[src/hw/aer_pkg.sv]
`default_nettype none

package aer_pkg;

  // ****************************************************************
  // Register offsets
  // ****************************************************************
  localparam logic [11:0] OFS_UNC_SEVERITY  = 12'h10C;
  localparam logic [11:0] OFS_COR_STATUS    = 12'h110;
  localparam logic [11:0] OFS_COR_MASK      = 12'h114;
  localparam logic [11:0] OFS_ADV_CAP_CTRL  = 12'h118;
  localparam logic [11:0] OFS_IRQ_STATUS    = 12'h140;
  localparam logic [11:0] OFS_IRQ_ENABLE    = 12'h144;

  // ****************************************************************
  // Reset values and writable-bit layouts
  // ****************************************************************
  localparam logic [31:0] SEV_RESET         = 32'h0003_0010;
  localparam logic [31:0] SEV_WRITABLE      = 32'h0017_F010;
  localparam logic [31:0] COR_STATUS_RESET  = 32'h0000_0000;
  localparam logic [31:0] COR_MASK_RESET    = 32'h0000_0000;
  localparam logic [31:0] COR_IMPL          = 32'h0000_11C1;
  localparam logic [31:0] UNC_IMPL          = 32'h0017_F010;

  // ****************************************************************
  // Field positions
  // ****************************************************************
  localparam int COR_REPLAY_TIMEOUT   = 12;
  localparam int COR_REPLAY_ROLLOVER  = 8;
  localparam int COR_BAD_LINK_PACKET  = 7;
  localparam int COR_BAD_TRANSACTION  = 6;
  localparam int COR_RECEIVER_ERROR   = 0;
  localparam int PTR_MSB              = 4;
  localparam int CRC_CHECK_ENABLE     = 8;
  localparam int CRC_CHECK_CAPABLE    = 7;
  localparam int CRC_GEN_ENABLE       = 6;
  localparam int CRC_GEN_CAPABLE      = 5;

  // Interrupt status / enable layout
  localparam int IRQ_W                = 3;
  localparam int IRQ_COR              = 0;
  localparam int IRQ_NONFATAL         = 1;
  localparam int IRQ_FATAL            = 2;
  localparam logic [IRQ_W-1:0] IRQ_RESET = 3'h0;

  localparam logic [1:0] REPLAY_NUM_TOP = 2'h3;
  localparam logic [1:0] REPLAY_NUM_BOT = 2'h0;

endpackage : aer_pkg

`default_nettype wire

[src/hw/aer_first_bit.sv]
`default_nettype none

// ****************************************************************
// Lowest set bit finder
// ****************************************************************
module aer_first_bit #(
  parameter int W  = 32,
  parameter int IW = 5
) (
  input  wire logic [W-1:0]  vec,
  output logic               found,
  output logic [IW-1:0]      index
);

  always_comb begin
    found = 1'b0;
    index = '0;
    // Scan downward so the lowest position is assigned last
    for (int i = W - 1; i >= 0; i--) begin
      if (vec[i]) begin
        found = 1'b1;
        index = IW'(i);
      end
    end
  end

endmodule : aer_first_bit

`default_nettype wire

[src/hw/aer_error_regs.sv]
`default_nettype none

// Operation
// Severity bit picks fatal or nonfatal message
// Severity register resets to 00030010h
// Severity bits 19 and 0 read zero
// Listed severity bits sticky, others reserved zero
// Replay timer expiry sets status bit 12
// Replay count wrap 11 to 00 sets 8
// Bad link packet CRC sets bit 7
// Bad transaction packet CRC sets bit 6
// Receiver error sets status bit 0
// Correctable status sticky, write one clears
// Sticky mask bit suppresses correctable message
// CRC capability and control bits read zero
// Pointer captures first uncorrectable error position
// Pointer holds, re-arms on named status clear
// Masked error skips report, log, pointer
// Header log locked until status cleared
// Armed after reset, lowest position wins
// Sticky bits cleared by cold reset only
module aer_error_regs #(
  parameter int AW = 12,
  parameter int DW = 32
) (
  input  wire logic              ref_clk,
  input  wire logic              arst_n,
  input  wire logic              warm_reset,
  input  wire logic [AW-1:0]     reg_addr,
  input  wire logic [DW-1:0]     reg_wdata,
  input  wire logic              reg_wr,
  input  wire logic              reg_rd,
  output logic      [DW-1:0]     reg_rdata,
  input  wire logic              replay_timer_expired,
  input  wire logic [1:0]        replay_num,
  input  wire logic              bad_link_packet,
  input  wire logic              bad_transaction_packet,
  input  wire logic              receiver_error,
  input  wire logic [31:0]       unc_error_event,
  input  wire logic [31:0]       unc_mask,
  input  wire logic [31:0]       unc_status_clear,
  output logic                   err_cor_msg,
  output logic                   err_nonfatal_msg,
  output logic                   err_fatal_msg,
  output logic                   header_log_capture,
  output logic                   header_log_locked,
  output logic                   irq
);

  // ****************************************************************
  // Declarations
  // ****************************************************************
  // Pointer width tracks the top bit of its field
  localparam int PTR_W = aer_pkg::PTR_MSB + 1;

  logic [31:0]               uncorrectable_severity;
  logic [31:0]               correctable_error_status;
  logic [31:0]               correctable_error_mask;
  logic [PTR_W-1:0]          first_error_pointer;
  logic                      pointer_armed;
  logic [PTR_W-1:0]          header_log_bit;
  logic [1:0]                replay_num_q;
  logic [aer_pkg::IRQ_W-1:0] irq_status;
  logic [aer_pkg::IRQ_W-1:0] irq_enable;

  logic [31:0]               cor_set;
  logic [31:0]               cor_clr;
  logic [31:0]               next_cor_status;
  logic [31:0]               unc_live;
  logic                      unc_any;
  logic [PTR_W-1:0]          unc_first;
  logic                      send_cor;
  logic                      send_fatal;
  logic                      send_nonfatal;
  logic [aer_pkg::IRQ_W-1:0] irq_set;
  logic [aer_pkg::IRQ_W-1:0] next_irq_status;
  logic                      wr_sev;
  logic                      wr_cor_sts;
  logic                      wr_cor_msk;
  logic                      wr_irq_en;
  logic                      rd_irq_sts;
  logic [31:0]               adv_cap_ctrl;
  logic [DW-1:0]             next_rdata;
  logic                      replay_wrap;
  logic                      pointer_rearm;
  logic                      header_unlock;
  logic [31:0]               unc_fatal;
  logic [31:0]               unc_nonfatal;
  logic                      next_irq;

  // ****************************************************************
  // Address decode
  // ****************************************************************
  assign wr_sev     = reg_wr && (reg_addr == aer_pkg::OFS_UNC_SEVERITY);
  assign wr_cor_sts = reg_wr && (reg_addr == aer_pkg::OFS_COR_STATUS);
  assign wr_cor_msk = reg_wr && (reg_addr == aer_pkg::OFS_COR_MASK);
  assign wr_irq_en  = reg_wr && (reg_addr == aer_pkg::OFS_IRQ_ENABLE);
  assign rd_irq_sts = reg_rd && (reg_addr == aer_pkg::OFS_IRQ_STATUS);

  // ****************************************************************
  // Severity register
  // ****************************************************************
  // Only the implemented positions ever hold a one; 19 and 0 stay zero
  always_ff @(posedge ref_clk or negedge arst_n) begin
    if (!arst_n) begin
      uncorrectable_severity <= aer_pkg::SEV_RESET;  // see R02
    end else if (wr_sev) begin
      uncorrectable_severity <= reg_wdata[31:0] & aer_pkg::SEV_WRITABLE;  // see R03
    end
  end

  // ****************************************************************
  // Correctable error status
  // ****************************************************************
  always_comb begin
    cor_set = '0;
    cor_set[aer_pkg::COR_REPLAY_TIMEOUT]  = replay_timer_expired;
    cor_set[aer_pkg::COR_REPLAY_ROLLOVER] = replay_wrap;
    cor_set[aer_pkg::COR_BAD_LINK_PACKET] = bad_link_packet;
    cor_set[aer_pkg::COR_BAD_TRANSACTION] = bad_transaction_packet;
    cor_set[aer_pkg::COR_RECEIVER_ERROR]  = receiver_error;
  end

  assign cor_clr         = wr_cor_sts ? (reg_wdata[31:0] & aer_pkg::COR_IMPL) : 32'h0000_0000;
  // A new event in the clearing cycle must not be lost
  assign next_cor_status = (correctable_error_status & ~cor_clr) | cor_set;

  always_ff @(posedge ref_clk or negedge arst_n) begin
    if (!arst_n) begin
      correctable_error_status <= aer_pkg::COR_STATUS_RESET;
    end else begin
      correctable_error_status <= next_cor_status;
    end
  end

  // ****************************************************************
  // Replay count wrap
  // ****************************************************************
  // Previous replay count, for wrap detection; survives warm reset with the link
  always_ff @(posedge ref_clk or negedge arst_n) begin
    if (!arst_n) begin
      replay_num_q <= aer_pkg::REPLAY_NUM_BOT;
    end else begin
      replay_num_q <= replay_num;
    end
  end

  // Seen across two samples, so a count parked at zero never retriggers
  assign replay_wrap = (replay_num_q == aer_pkg::REPLAY_NUM_TOP) && (replay_num == aer_pkg::REPLAY_NUM_BOT);

  // ****************************************************************
  // Correctable error mask
  // ****************************************************************
  always_ff @(posedge ref_clk or negedge arst_n) begin
    if (!arst_n) begin
      correctable_error_mask <= aer_pkg::COR_MASK_RESET;  // see R11
    end else if (wr_cor_msk) begin
      correctable_error_mask <= reg_wdata[31:0] & aer_pkg::COR_IMPL;
    end
  end

  // ****************************************************************
  // Uncorrectable events: first error pointer and header log lock
  // ****************************************************************
  // Masked sources still reach their status bits outside this block
  assign unc_live = unc_error_event & ~unc_mask & aer_pkg::UNC_IMPL;

  aer_first_bit #(
    .W  (32),
    .IW (PTR_W)
  ) u_first (
    .vec   (unc_live),
    .found (unc_any),
    .index (unc_first)
  );

  // Clear pulses count only at the captured position
  assign pointer_rearm = !pointer_armed && unc_status_clear[first_error_pointer];
  assign header_unlock = header_log_locked && unc_status_clear[header_log_bit];

  // Re-arm only on clearing the named bit; value is kept either way
  always_ff @(posedge ref_clk or negedge arst_n) begin
    if (!arst_n) begin
      first_error_pointer <= '0;
      pointer_armed       <= 1'b1;
    end else if (pointer_armed) begin
      if (unc_any) begin
        first_error_pointer <= unc_first;  // see R13
        pointer_armed       <= 1'b0;
      end
    end else if (pointer_rearm) begin
      pointer_armed <= 1'b1;
    end
  end

  // A masked source never reaches unc_any, so it cannot lock the log
  // Header log lock follows the same capture order as the pointer
  always_ff @(posedge ref_clk or negedge arst_n) begin
    if (!arst_n) begin
      header_log_locked  <= 1'b0;
      header_log_bit     <= '0;
      header_log_capture <= 1'b0;
    end else if (!header_log_locked) begin
      header_log_capture <= unc_any;
      if (unc_any) begin
        header_log_locked <= 1'b1;
        header_log_bit    <= unc_first;
      end
    end else begin
      header_log_capture <= 1'b0;
      if (header_unlock) begin
        header_log_locked <= 1'b0;
      end
    end
  end

  // ****************************************************************
  // Error messages towards the host bridge
  // ****************************************************************
  // Severity splits each live source into exactly one class
  assign unc_fatal     = unc_live & uncorrectable_severity;
  assign unc_nonfatal  = unc_live & ~uncorrectable_severity;

  assign send_cor      = |(cor_set & ~correctable_error_mask);
  assign send_fatal    = |unc_fatal;
  assign send_nonfatal = |unc_nonfatal;

  // One-cycle pulses; a warm reset drops a message in flight
  always_ff @(posedge ref_clk or negedge arst_n) begin
    if (!arst_n) begin
      err_cor_msg      <= 1'b0;
      err_fatal_msg    <= 1'b0;
      err_nonfatal_msg <= 1'b0;
    end else if (warm_reset) begin
      err_cor_msg      <= 1'b0;
      err_fatal_msg    <= 1'b0;
      err_nonfatal_msg <= 1'b0;
    end else begin
      err_cor_msg      <= send_cor;
      err_fatal_msg    <= send_fatal;
      err_nonfatal_msg <= send_nonfatal;
    end
  end

  // ****************************************************************
  // Interrupt status and enable
  // ****************************************************************
  always_comb begin
    irq_set                        = '0;
    irq_set[aer_pkg::IRQ_COR]      = send_cor;
    irq_set[aer_pkg::IRQ_NONFATAL] = send_nonfatal;
    irq_set[aer_pkg::IRQ_FATAL]    = send_fatal;
  end

  // Read clears, but an event in the same cycle survives the read
  assign next_irq_status = (rd_irq_sts ? aer_pkg::IRQ_RESET : irq_status) | irq_set;

  // Not sticky: a warm reset clears the interrupt path
  always_ff @(posedge ref_clk or negedge arst_n) begin
    if (!arst_n) begin
      irq_status <= aer_pkg::IRQ_RESET;
    end else if (warm_reset) begin
      irq_status <= aer_pkg::IRQ_RESET;
    end else begin
      irq_status <= next_irq_status;
    end
  end

  always_ff @(posedge ref_clk or negedge arst_n) begin
    if (!arst_n) begin
      irq_enable <= aer_pkg::IRQ_RESET;
    end else if (warm_reset) begin
      irq_enable <= aer_pkg::IRQ_RESET;
    end else if (wr_irq_en) begin
      irq_enable <= reg_wdata[aer_pkg::IRQ_W-1:0];
    end
  end

  // ****************************************************************
  // Interrupt pin
  // ****************************************************************
  // An enable write reaches the pin together with the register
  always_comb begin
    if (wr_irq_en) begin
      next_irq = |(next_irq_status & reg_wdata[aer_pkg::IRQ_W-1:0]);
    end else begin
      next_irq = |(next_irq_status & irq_enable);
    end
  end

  // Registered from next state so the pin tracks status without extra lag
  always_ff @(posedge ref_clk or negedge arst_n) begin
    if (!arst_n) begin
      irq <= 1'b0;
    end else if (warm_reset) begin
      irq <= 1'b0;
    end else begin
      irq <= next_irq;
    end
  end

  // ****************************************************************
  // Read path
  // ****************************************************************
  // CRC enable and capability bits are tied low; generation writes ignored
  always_comb begin
    adv_cap_ctrl                            = '0;
    adv_cap_ctrl[aer_pkg::CRC_CHECK_ENABLE]  = 1'b0;
    adv_cap_ctrl[aer_pkg::CRC_CHECK_CAPABLE] = 1'b0;
    adv_cap_ctrl[aer_pkg::CRC_GEN_ENABLE]    = 1'b0;
    adv_cap_ctrl[aer_pkg::CRC_GEN_CAPABLE]   = 1'b0;
    adv_cap_ctrl[aer_pkg::PTR_MSB:0]         = first_error_pointer;
  end

  always_comb begin
    next_rdata = '0;
    case (reg_addr)
      aer_pkg::OFS_UNC_SEVERITY: next_rdata = DW'(uncorrectable_severity);
      aer_pkg::OFS_COR_STATUS:   next_rdata = DW'(correctable_error_status);
      aer_pkg::OFS_COR_MASK:     next_rdata = DW'(correctable_error_mask);
      aer_pkg::OFS_ADV_CAP_CTRL: next_rdata = DW'(adv_cap_ctrl);
      aer_pkg::OFS_IRQ_STATUS:   next_rdata = DW'(irq_status);
      aer_pkg::OFS_IRQ_ENABLE:   next_rdata = DW'(irq_enable);
      default:                   next_rdata = '0;
    endcase
  end

  // Data stands only in the cycle after the read strobe
  always_ff @(posedge ref_clk or negedge arst_n) begin
    if (!arst_n) begin
      reg_rdata <= '0;
    end else if (reg_rd) begin
      reg_rdata <= next_rdata;
    end else begin
      reg_rdata <= '0;
    end
  end

endmodule : aer_error_regs

`default_nettype wire

[config.mk]
export PLATFORM = sky130hd
export DESIGN_NAME = aer_error_regs
export DESIGN_NICKNAME = d
export VERILOG_FILES = /design/src/hw/aer_pkg.sv /design/src/hw/aer_first_bit.sv /design/src/hw/aer_error_regs.sv
export SDC_FILE = /design/constraint.sdc
export NUM_CORES = 1
export LEC_CHECK = 0
export ABC_AREA = 1
export BUFFER_PORTS_ARGS = -buffer_cell sky130_fd_sc_hd__buf_2
export CAP_MARGIN = 30
export CORE_AREA = 2 2 118 97
export CTS_BUF_LIST = sky130_fd_sc_hd__clkbuf_2 sky130_fd_sc_hd__clkbuf_4 sky130_fd_sc_hd__clkbuf_8
export CTS_CLUSTER_DIAMETER = 30
export DETAILED_ROUTE_END_ITERATION = 8
export DIE_AREA = 0 0 120 99
export GPL_TIMING_DRIVEN = 0
export MAX_ROUTING_LAYER = met4
export PLACE_DENSITY_LB_ADDON = 0.3
export SETUP_SLACK_MARGIN = 0.5
export SLEW_MARGIN = 10
export SYNTH_ARGS = -nofsm -noshare
export SYNTH_HDL_FRONTEND = slang
export SYNTH_SLANG_ARGS = --single-unit
[constraint.sdc]
create_clock -name ref_clk -period 1.5 [get_ports ref_clk]
set_input_delay 0.075 -clock ref_clk [delete_from_list [all_inputs] [get_ports ref_clk]]
set_output_delay 0.075 -clock ref_clk [all_outputs]
set_load 0.01 [all_outputs]
==> flow_metrics.py, run 1 <==
metrics = {
    "clock_network": {
        "clk_pin_slew_worst_paths_ps": 70,
        "tritoncts": "built",
        "cts_buffer_depth": 2,
        "htree_num_levels": 3,
        "clock-sinks": 60,
        "root_buffer": "clkbuf_8",
        "clk-insertion-delay-late_ps": 340,
        "cts_buffers": 9,
    },
    "grt": {
        "met1_usage_pct": 26.0,
        "grt_pass1_vias": 3665,
        "grt_overflow": 0,
        "grt_pass1_wl_um": 17300,
        "grtUsageMet2_pct": 27.4,
        "track_usage_pct": 18.8,
        "grt_max_degree": 61,
        "busiest_layer": "met2",
        "globalRouteMet3Util_pct": 3.01,
        "antenna_found_initial": 0,
    },
    "floorplan": {
        "core_um2": 10700,
        "num_rows": 34,
        "fp.dieW_um": 120,
        "initial_utilization_pct": 34.1,
        "num_io_pins": 189,
        "fp.dieH_um": 99,
        "die-area_um2": 11900,
    },
    "worst_setup_path": {
        "cp_top_family": "simple AND/OR/NAND/NOR gates",
        "cp_slowest_cell": "dfstp_2",
        "crit_type": "flip-flop to flip-flop",
        "worstSetupStartpointType": "flip-flop",
        "reg2reg_from": "uncorrectable_severity[4]$_DFFE_PN1P_",
        "crit_buf_inv": 1,
        "cp.required_ps": 1740,
        "endpoint_kind": "flip-flop",
        "reg2reg_depth": 11,
        "cpPeakStageDelay_ps": 540,
        "crit_fanout": 2,
        "path_cells": "inv_2, nand3_2, nand2_2, nor2_1, nand2_1, nor2_2, nand2_1, nand2_1, nand2_1, o21ai_1, nor2_1",
        "cp.arrival_ps": 1650,
        "worst_path_most_repeated_cell": "nand2_1",
        "worstSetupPathDepth": 11,
        "cp-startpoint": "uncorrectable_severity[4]$_DFFE_PN1P_",
    },
    "timing": {
        "min_period_ps": 1420,
        "finalWorstSetupSlack_ps": 84.3,
        "hold_viol": 0,
        "hold_ws_ps": 2.63,
        "fin_crit_sh_pct": 94.4,
        "finClkSkew_ps": 6.84,
        "grt_setup_unrepaired": "true",
        "tightest_slew_ps": 536,
        "setup_viol": 0,
        "fmax_mhz": 706,
        "final-max-slew-violation-count": 0,
        "slew_headroom_pct": 64.3,
    },
    "cells_and_area": {
        "synthToLayoutAreaGrowth_pct": 45.6,
        "final_cell_mix": "nand2_1, buf_2, inv_1",
        "nets": 836,
        "final_util_pct": 49.7,
        "layout-drive-gt1-share_pct": 36.8,
        "layout_commonest_cell": "nand2_1",
        "antennaDiodeCount": 0,
        "final_area_um2": 5300,
        "fill_cells": 1046,
    },
    "pwr": {
        "finalPower_mw": 5.93,
        "swShare_pct": 38.0,
        "power_frac_comb_pct": 43.1,
        "p_int_mw": 3.68,
        "switchingPower_mw": 2.25,
        "power.leakage_nw": 2.82,
        "clkPwrFrac_pct": 22.8,
        "peakVddDrop_mv": 0.410,
        "seq_power_share_pct": 34.0,
        "p_per_area_nw_per_um2": 1120,
    },
    "place": {
        "placed_area_um2": 4480,
        "dp_hpwl_um": 7850,
        "gp_congestion": 0.871,
        "preCtsSetupSlack_ps": 32.4,
        "port_buffers": 108,
    },
    "min_path": {
        "holdCritPathClass": "input pin to flip-flop",
        "hold_depth": 3,
        "hold_start": "reg_wdata[12]",
    },
    "status": {
        "run_status": "complete, no violations",
    },
    "yosys": {
        "yosysUniqueCellTypes": 30,
        "netlist_area_um2": 3640,
        "syn_inst": 507,
        "ys_ff_latch": 60,
        "synth_area_per_cell_um2": 7.19,
        "yosysWarnings": 0,
        "synth-seq-area-share_pct": 41.3,
    },
    "route": {
        "drcViolationCount": 0,
        "vias": 3928,
        "drtIter0Drc": 192,
        "viasPerCell": 4.71,
        "final_antenna_net_count": 0,
        "wirelength_um": 11100,
        "dr.pass1.iters": 5,
        "wire_per_inst_um": 13.3,
    },
    "run": {
        "cap_violations": 0,
    },
}
synthesized netlist by cell type:
| cell type | count | share of area [%] |
|---|---|---|
| nand3_1 | 48 | 6.6 |
| inv_1 | 81 | 8.3 |
| nor2_4 | 7 | 2.2 |
| clkbuf_2 | 1 | 0.14 |
| dfstp_2 | 4 | 2.9 |
| o22ai_1 | 2 | 0.34 |
| nor2_2 | 1 | 0.17 |
| o31ai_2 | 1 | 0.34 |
| buf_6 | 4 | 1.2 |
| nand3b_1 | 4 | 0.82 |
| dfrtp_1 | 56 | 38 |
| nor2_8 | 1 | 0.55 |
| o21ai_1 | 13 | 1.8 |
| conb_1 | 1 | 0.10 |
| or2_2 | 1 | 0.17 |
| nand4_1 | 2 | 0.34 |
| o31ai_1 | 1 | 0.21 |
| a31oi_2 | 1 | 0.34 |
| clkbuf_1 | 2 | 0.21 |
| a21oi_1 | 29 | 4.0 |
| nor2_1 | 38 | 3.9 |
| nor3_1 | 2 | 0.27 |
| buf_2 | 4 | 0.55 |
| buf_4 | 17 | 3.5 |
| nand2_2 | 5 | 0.86 |
| o21ai_0 | 42 | 5.8 |
| inv_2 | 8 | 0.82 |
| nand2_1 | 116 | 12 |
| nor3_2 | 1 | 0.27 |
| o211ai_1 | 14 | 2.9 |
power groups by stage:
| stage | logic, mW | clock network [mW] | registers (mW) |
|---|---|---|---|
| 2_1_floorplan | 1.50 | 0 | 1.99 |
| 3_3_place_gp | 2.08 | 0 | 2.03 |
| 6_report | 2.56 | 1.35 | 2.02 |
| 5_1_grt | 2.81 | 1.46 | 2.05 |
| 4_1_cts | 2.42 | 1.37 | 2.01 |
| 3_5_place_dp | 2.10 | 0 | 2.04 |
state kept, by name, summed over array words and instances (netlist names):
name and count:
pointer_armed 1, irq_enable 3, header_log_capture 1, err_nonfatal_msg 1, replay_num_q 2, first_error_pointer 5, uncorrectable_severity 9, irq 1
irq_status 3, correctable_error_mask 5, reg_rdata 16, err_fatal_msg 1, header_log_bit 5, correctable_error_status 5, header_log_locked 1, err_cor_msg 1
final timing paths:
path                                                           to  slack [ps]
setup / recovery                                    irq$_DFF_PN0_          80
hold / removal             uncorrectable_severity[12]$_DFFE_PN0P_           3
setup reg to reg                                    irq$_DFF_PN0_          80
hold reg to reg             correctable_error_status[8]$_DFF_PN0_         490
max in group asynchronous             header_log_locked$_DFF_PN0_         810
min in group asynchronous                 reg_rdata[12]$_DFF_PN0_         280
through the flow:
step | TNS [ps] | cells
final | 0 | 834
after detailed placement | 0 | 774
after CTS | 0 | 822
after global placement | 0 | 774
after floorplan | 0 | 522
after global routing | -5.16 | 834
routing by layer:
layer  wire (um)  up-vias  part of all wire, %
met5           0        -                    0
met4         341        0                  3.1
met3         768       34                  6.9
met2        4910      167                   44
met1        5100     1780                   46
li1            -     1947                    -
cell families after synthesis:
logic type,count (synthesis),synth area share [%]
other,1,0.103
buffers and inverters,117,14.8
DFF,60,41.3
and+or+nand+nor,226,28.1
AOI/OAI and AO/OA,103,15.7
worst min-delay path, delay by kind of cell:
| family | cells | cell delay (ps) |
|---|---|---|
| buffers and inverters | 1 | 110 |
| AO/OA/AOI/OAI | 1 | 70 |
| AND/OR/NAND/NOR | 1 | 50 |
layout make-up:
cell class / count / area [um^2] / area share [%]
inverter: 89 / 359 / 6.77
clock buffer: 14 / 174 / 3.28
timing repair buffer: 151 / 972 / 18.3
sequential: 60 / 1510 / 28.5
buffer: 28 / 234 / 4.41
multi-input combinational: 346 / 1870 / 35.2
tap: 144 / 180 / 3.40
clock inverter: 2 / 10.0 / 0.189
timing repair:
item | CTS | global route
hold endpoints to repair | 74 | 0
hold buffers | 19 | 0
pin swaps | 15 | 28
setup buffers | 11 | 10
gates resized for setup | 26 | 60
cloned | 2 | 2
endpoints found under the setup margin | 28 | 104
No activity file was read; power rests on OpenSTA's default activity.
==> run 2: changes to the inputs <==
Settings changed: PLACE_DENSITY_LB_ADDON 0.3 to default.
==> flow_metrics.py, run 2 (synthesis gave the netlist of run 1 again) <==
metrics = {
    "timing": {
        "hold_viol": 0,
        "setup_viol": 0,
        "fmax_mhz": 714,
        "fin_crit_sh_pct": 93.4,
        "finalWorstSetupSlack_ps": 99.7,
        "tightest_slew_ps": 669,
        "slew_headroom_pct": 55.4,
        "final-max-slew-violation-count": 0,
        "grt_setup_unrepaired": "true",
        "min_period_ps": 1400,
        "finClkSkew_ps": 10.8,
    },
    "route": {
        "dr.pass1.iters": 4,
        "vias": 3894,
        "drcViolationCount": 0,
        "drtIter0Drc": 198,
        "wirelength_um": 11200,
        "final_antenna_net_count": 0,
        "wire_per_inst_um": 13.3,
        "viasPerCell": 4.62,
    },
    "pwr": {
        "p_per_area_nw_per_um2": 1190,
        "peakVddDrop_mv": 0.514,
        "power.leakage_nw": 2.89,
    },
    "clock_network": {
        "cts_buffer_depth": 2,
        "clock-sinks": 60,
        "root_buffer": "clkbuf_8",
        "clk-insertion-delay-late_ps": 350,
        "tritoncts": "built",
        "clk_pin_slew_worst_paths_ps": 70,
        "htree_num_levels": 3,
        "cts_buffers": 9,
    },
    "cells_and_area": {
        "layout_commonest_cell": "buf_2",
        "final_cell_mix": "buf_2, nand2_1, inv_1",
        "antennaDiodeCount": 0,
        "nets": 845,
        "final_util_pct": 50.8,
        "largest_reg_flops": 16,
        "fill_cells": 1065,
        "instances_no_fill": 843,
        "top_register": "reg_rdata",
        "layout-drive-gt1-share_pct": 37.9,
        "largestRegisters": "reg_rdata (16), uncorrectable_severity (9)",
        "synthToLayoutAreaGrowth_pct": 48.8,
    },
    "floorplan": {
        "fp.dieW_um": 120,
        "initial_utilization_pct": 34.1,
        "num_rows": 34,
        "num_io_pins": 189,
        "core_um2": 10700,
        "die-area_um2": 11900,
        "fp.dieH_um": 99,
    },
    "place": {
        "gp_congestion": 0.874,
        "dp_hpwl_um": 8020,
        "preCtsSetupSlack_ps": 29.0,
        "place_inst": 774,
        "port_buffers": 108,
    },
    "grt": {
        "grt_overflow": 0,
        "grt_max_degree": 61,
        "grt_pass1_vias": 3751,
        "antenna_found_initial": 0,
        "grt_pass1_wl_um": 17700,
        "track_usage_pct": 19.3,
    },
    "worst_setup_path": {
        "ff2ff_setup_slack_ps": 100,
        "reg2reg_depth": 8,
        "reg2reg_from": "first_error_pointer[0]$_DFFE_PN0P_",
        "endpoint_kind": "flip-flop",
        "crit_fanout": 10,
        "reg2reg_to": "pointer_armed$_DFF_PN1_",
        "worstSetupStartpointType": "flip-flop",
        "cp-startpoint": "first_error_pointer[0]$_DFFE_PN0P_",
        "cp.required_ps": 1780,
        "cp.arrival_ps": 1680,
        "crit_type": "flip-flop to flip-flop",
    },
    "min_path": {
        "hold_depth": 4,
        "hold_start": "replay_num[0]",
        "holdCritPathClass": "input pin to flip-flop",
        "min_to": "correctable_error_status[8]$_DFF_PN0_",
    },
    "run": {
        "cap_violations": 0,
    },
    "status": {
        "run_status": "complete, no violations",
    },
}
-- run 2: cell types whose count changed in the layout (fill, tap and decap cells not counted), sizes merged --
cell         delta
buf             +8
clkbuf          -3
bufinv          +2
dlygate4sd3     +2
clkinvlp        +1
nand2           -1
-- run 2: power by group --
| group | total, mW | internal [mW] | leakage, nW | switching [mW] |
|---|---|---|---|---|
| Clock | 1.64 | 0.991 | 0.116 | 0.647 |
| Combinational | 2.81 | 1.29 | 2.04 | 1.52 |
| Sequential | 2.02 | 1.82 | 0.734 | 0.197 |
-- run 2: worst max-delay path: stages (launching register included) --
cell and delay (ps):
dfrtp_1 410, buf_6 150, buf_8 130, o211ai_1 210
nand3_1 100, nand3_1 90, nand3_1 70, nand2_1 100
a21oi_2 60
-- run 2: timing repair --
item	in CTS	in global routing
setup buffers	16	13
setup endpoints to repair	36	108
resized for setup	26	68
cloned	2	1
endpoints found under the hold margin	76	0
hold buffers	21	0
pin swaps	10	29
-- run 2: how the worst max path moves through the flow --
| stage | end | cells past startpoint |
|---|---|---|
| 2_1_floorplan | irq$_DFF_PN0_ | 11 |
| 3_3_place_gp | irq$_DFF_PN0_ | 10 |
| 3_5_place_dp | pointer_armed$_DFF_PN1_ | 7 |
| 4_1_cts | irq$_DFF_PN0_ | 11 |
| 5_1_grt | irq$_DFF_PN0_ | 11 |
| 6_report | pointer_armed$_DFF_PN1_ | 8 |
-- run 2: area by class of cell --
type,instances,area (um^2),area share (%)
timing repair buffer,161,1070,19.8
multi-input combinational,345,1840,34.0
clock buffer,11,145,2.68
inverter,89,360,6.65
tap,144,180,3.32
clock inverter,5,75.1,1.38
sequential,60,1510,27.8
buffer,28,238,4.38
-- run 2: per-stage QoR --
step	hold WS, ps	power [mW]	setup TNS, ps	instance area [um^2]
4_1_cts	5.64	6.12	0	5120
6_report	9.15	6.46	0	5420
2_1_floorplan	-221	3.49	0	3760
3_5_place_dp	199	4.15	0	4480
5_1_grt	41.8	6.86	-59.4	5420
3_3_place_gp	198	4.12	0	4480
-- run 2: per-layer routing --
| metal | up-vias | routed length, um | part of all wire (%) | global-route usage [%] |
|---|---|---|---|---|
| met1 | 1761 | 5340 | 48 | 26.6 |
| met2 | 148 | 5080 | 45 | 28.6 |
| li1 | 1966 | - | - | - |
| met4 | 0 | 184 | 1.6 | 7.15 |
| met5 | - | 0 | 0 | - |
| met3 | 19 | 604 | 5.4 | 2.84 |
==> run 3: changes to the inputs <==
--- a/config.mk
+++ b/config.mk
@@ -8,2 +8,3 @@
 export ABC_AREA = 1
+export ABC_CLOCK_PERIOD_IN_PS = 1500
 export BUFFER_PORTS_ARGS = -buffer_cell sky130_fd_sc_hd__buf_2
==> constraint.sdc (replaced) <==
create_clock -name ref_clk -period 1.5 [get_ports ref_clk]
set_input_delay 0.15 -clock ref_clk [delete_from_list [all_inputs] [get_ports ref_clk]]
set_output_delay 0.15 -clock ref_clk [all_outputs]
set_load 0.01 [all_outputs]
==> flow_metrics.py, run 3 (synthesis gave the netlist of run 1 again) <==
metrics = {
    "status": {
        "run_status": "finished, violations left",
        "violations": "negative hold slack",
    },
    "clock_network": {
        "clock-sinks": 60,
        "clk-insertion-delay-late_ps": 330,
        "root_buffer": "clkbuf_8",
        "cts_buffer_depth": 2,
        "cts_hold_buf": 2,
        "htree_num_levels": 3,
        "cts_buffers": 9,
        "tritoncts": "built",
        "clk_pin_slew_worst_paths_ps": 70,
    },
    "cells_and_area": {
        "fill_cells": 1055,
        "instances_no_fill": 819,
        "synthToLayoutAreaGrowth_pct": 48.2,
        "final_cell_mix": "buf_2, nand2_1, inv_1",
        "layout-drive-gt1-share_pct": 43.3,
        "layout_commonest_cell": "buf_2",
        "nets": 821,
        "largest_reg_flops": 16,
        "final_area_um2": 5400,
        "largestRegisters": "reg_rdata (16), uncorrectable_severity (9)",
        "top_register": "reg_rdata",
    },
    "timing": {
        "slew_headroom_pct": 49.7,
        "finClkSkew_ps": 7.38,
        "fmax_mhz": 720,
        "hold_viol": 56,
        "min_period_ps": 1390,
        "grt_setup_unrepaired": "true",
        "fin_crit_sh_pct": 92.6,
        "hold_ws_ps": -139,
        "finalWorstSetupSlack_ps": 111,
        "setup_viol": 0,
        "final-max-slew-violation-count": 0,
        "tightest_slew_ps": 755,
    },
    "place": {
        "place_inst": 774,
        "gp_congestion": 0.893,
        "preCtsSetupSlack_ps": 15.5,
        "port_buffers": 108,
        "dp_hpwl_um": 8030,
        "placed_area_um2": 4530,
    },
    "worst_setup_path": {
        "crit_buf_inv": 2,
        "cp_slowest_cell": "dfrtp_1",
        "worstSetupStartpointType": "flip-flop",
        "crit_fanout": 10,
        "cpPeakStageDelay_ps": 420,
        "cp.required_ps": 1760,
        "crit_type": "flip-flop to flip-flop",
        "cp_top_family": "flip-flops",
        "path_cells": "buf_6, buf_6, o211ai_1, nand3_1, nand3_2, nand3_2, nand2_2, a21oi_2",
        "endpoint_kind": "flip-flop",
        "cp.arrival_ps": 1650,
    },
    "run": {
        "cap_violations": 0,
    },
    "pwr": {
        "p_per_area_nw_per_um2": 1170,
        "finalPower_mw": 6.30,
        "peakVddDrop_mv": 0.410,
        "power.leakage_nw": 2.78,
    },
    "floorplan": {
        "fp.dieW_um": 120,
        "core_um2": 10700,
        "num_io_pins": 189,
        "initial_utilization_pct": 34.1,
        "num_rows": 34,
        "fp.dieH_um": 99,
        "die-area_um2": 11900,
    },
    "grt": {
        "antenna_found_initial": 1,
        "grt_max_degree": 61,
        "track_usage_pct": 18.9,
        "grt_overflow": 0,
        "grt_pass1_vias": 3674,
        "grt_pass1_wl_um": 17300,
    },
    "route": {
        "dr.pass1.iters": 4,
        "drcViolationCount": 0,
        "wire_per_inst_um": 13.6,
        "vias": 3831,
        "final_antenna_net_count": 0,
        "viasPerCell": 4.68,
        "drtIter0Drc": 158,
        "wirelength_um": 11100,
    },
    "min_path": {
        "holdCritPathClass": "input pin to asynchronous set/reset pin",
    },
}
## run 3: layout make-up
type / count / area [um^2] / share of cell area [%]
clock buffer: 12 / 165 / 3.06
clock inverter: 3 / 45.0 / 0.834
buffer: 28 / 234 / 4.33
timing repair buffer: 136 / 860 / 15.9
multi-input combinational: 346 / 2020 / 37.4
sequential: 60 / 1510 / 27.9
inverter: 89 / 388 / 7.18
antenna: 1 / 2.50 / 0.0463
tap: 144 / 180 / 3.34
## run 3: through the flow
stage,utilization (%),TNS [ps]
6_report,50.6,0
5_1_grt,50.6,-75.4
4_1_cts,46.5,0
3_5_place_dp,42.4,0
3_3_place_gp,42.4,0
2_1_floorplan,-,0
## run 3: where the power goes
| part | switching [mW] | internal (mW) | leakage, nW | total [mW] |
|---|---|---|---|---|
| clock | 0.620 | 0.894 | 0.101 | 1.51 |
| sequential | 0.185 | 1.82 | 0.735 | 2.00 |
| combinational | 1.57 | 1.22 | 1.94 | 2.78 |
## run 3: worst paths after layout
kind / startpoint / endpoint / slack [ps] / depth (start not counted)
max: first_error_pointer[0]$_DFFE_PN0P_ / pointer_armed$_DFF_PN1_ / 110 / 8
min: arst_n / correctable_error_status[6]$_DFF_PN0_ / -140 / 1
max reg2reg: first_error_pointer[0]$_DFFE_PN0P_ / pointer_armed$_DFF_PN1_ / 110 / 8
min reg2reg: correctable_error_status[8]$_DFF_PN0_ / correctable_error_status[8]$_DFF_PN0_ / 490 / 2
max in group asynchronous: arst_n / header_log_locked$_DFF_PN0_ / 1100 / 1
min in group ref_clk: bad_transaction_packet / correctable_error_status[6]$_DFF_PN0_ / 10 / 3
## run 3: worst register-to-register path: cells and delay by family, from the launching register on
| family | cells | cell delay, ps |
|---|---|---|
| buffers and inverters | 2 | 300 |
| AND/OR/NAND/NOR | 4 | 350 |
| flip-flops | 1 | 420 |
| AO/OA/AOI/OAI | 2 | 260 |
## run 3: timing repair
item,CTS,global route
endpoints found under the setup margin,49,69
resized for setup,30,97
hold endpoints to repair,58,56
setup buffers,13,10
gates cloned,3,1
pin swaps,14,24
## run 3: layer usage
| metal | routed length, um | vias to the layer above | GRT usage [%] |
|---|---|---|---|
| met1 | 5190 | 1747 | 25.7 |
| met3 | 710 | 24 | 3.70 |
| met4 | 182 | 0 | 6.24 |
| li1 | - | 1924 | - |
| met2 | 5020 | 136 | 28.2 |
| met5 | 0 | - | - |
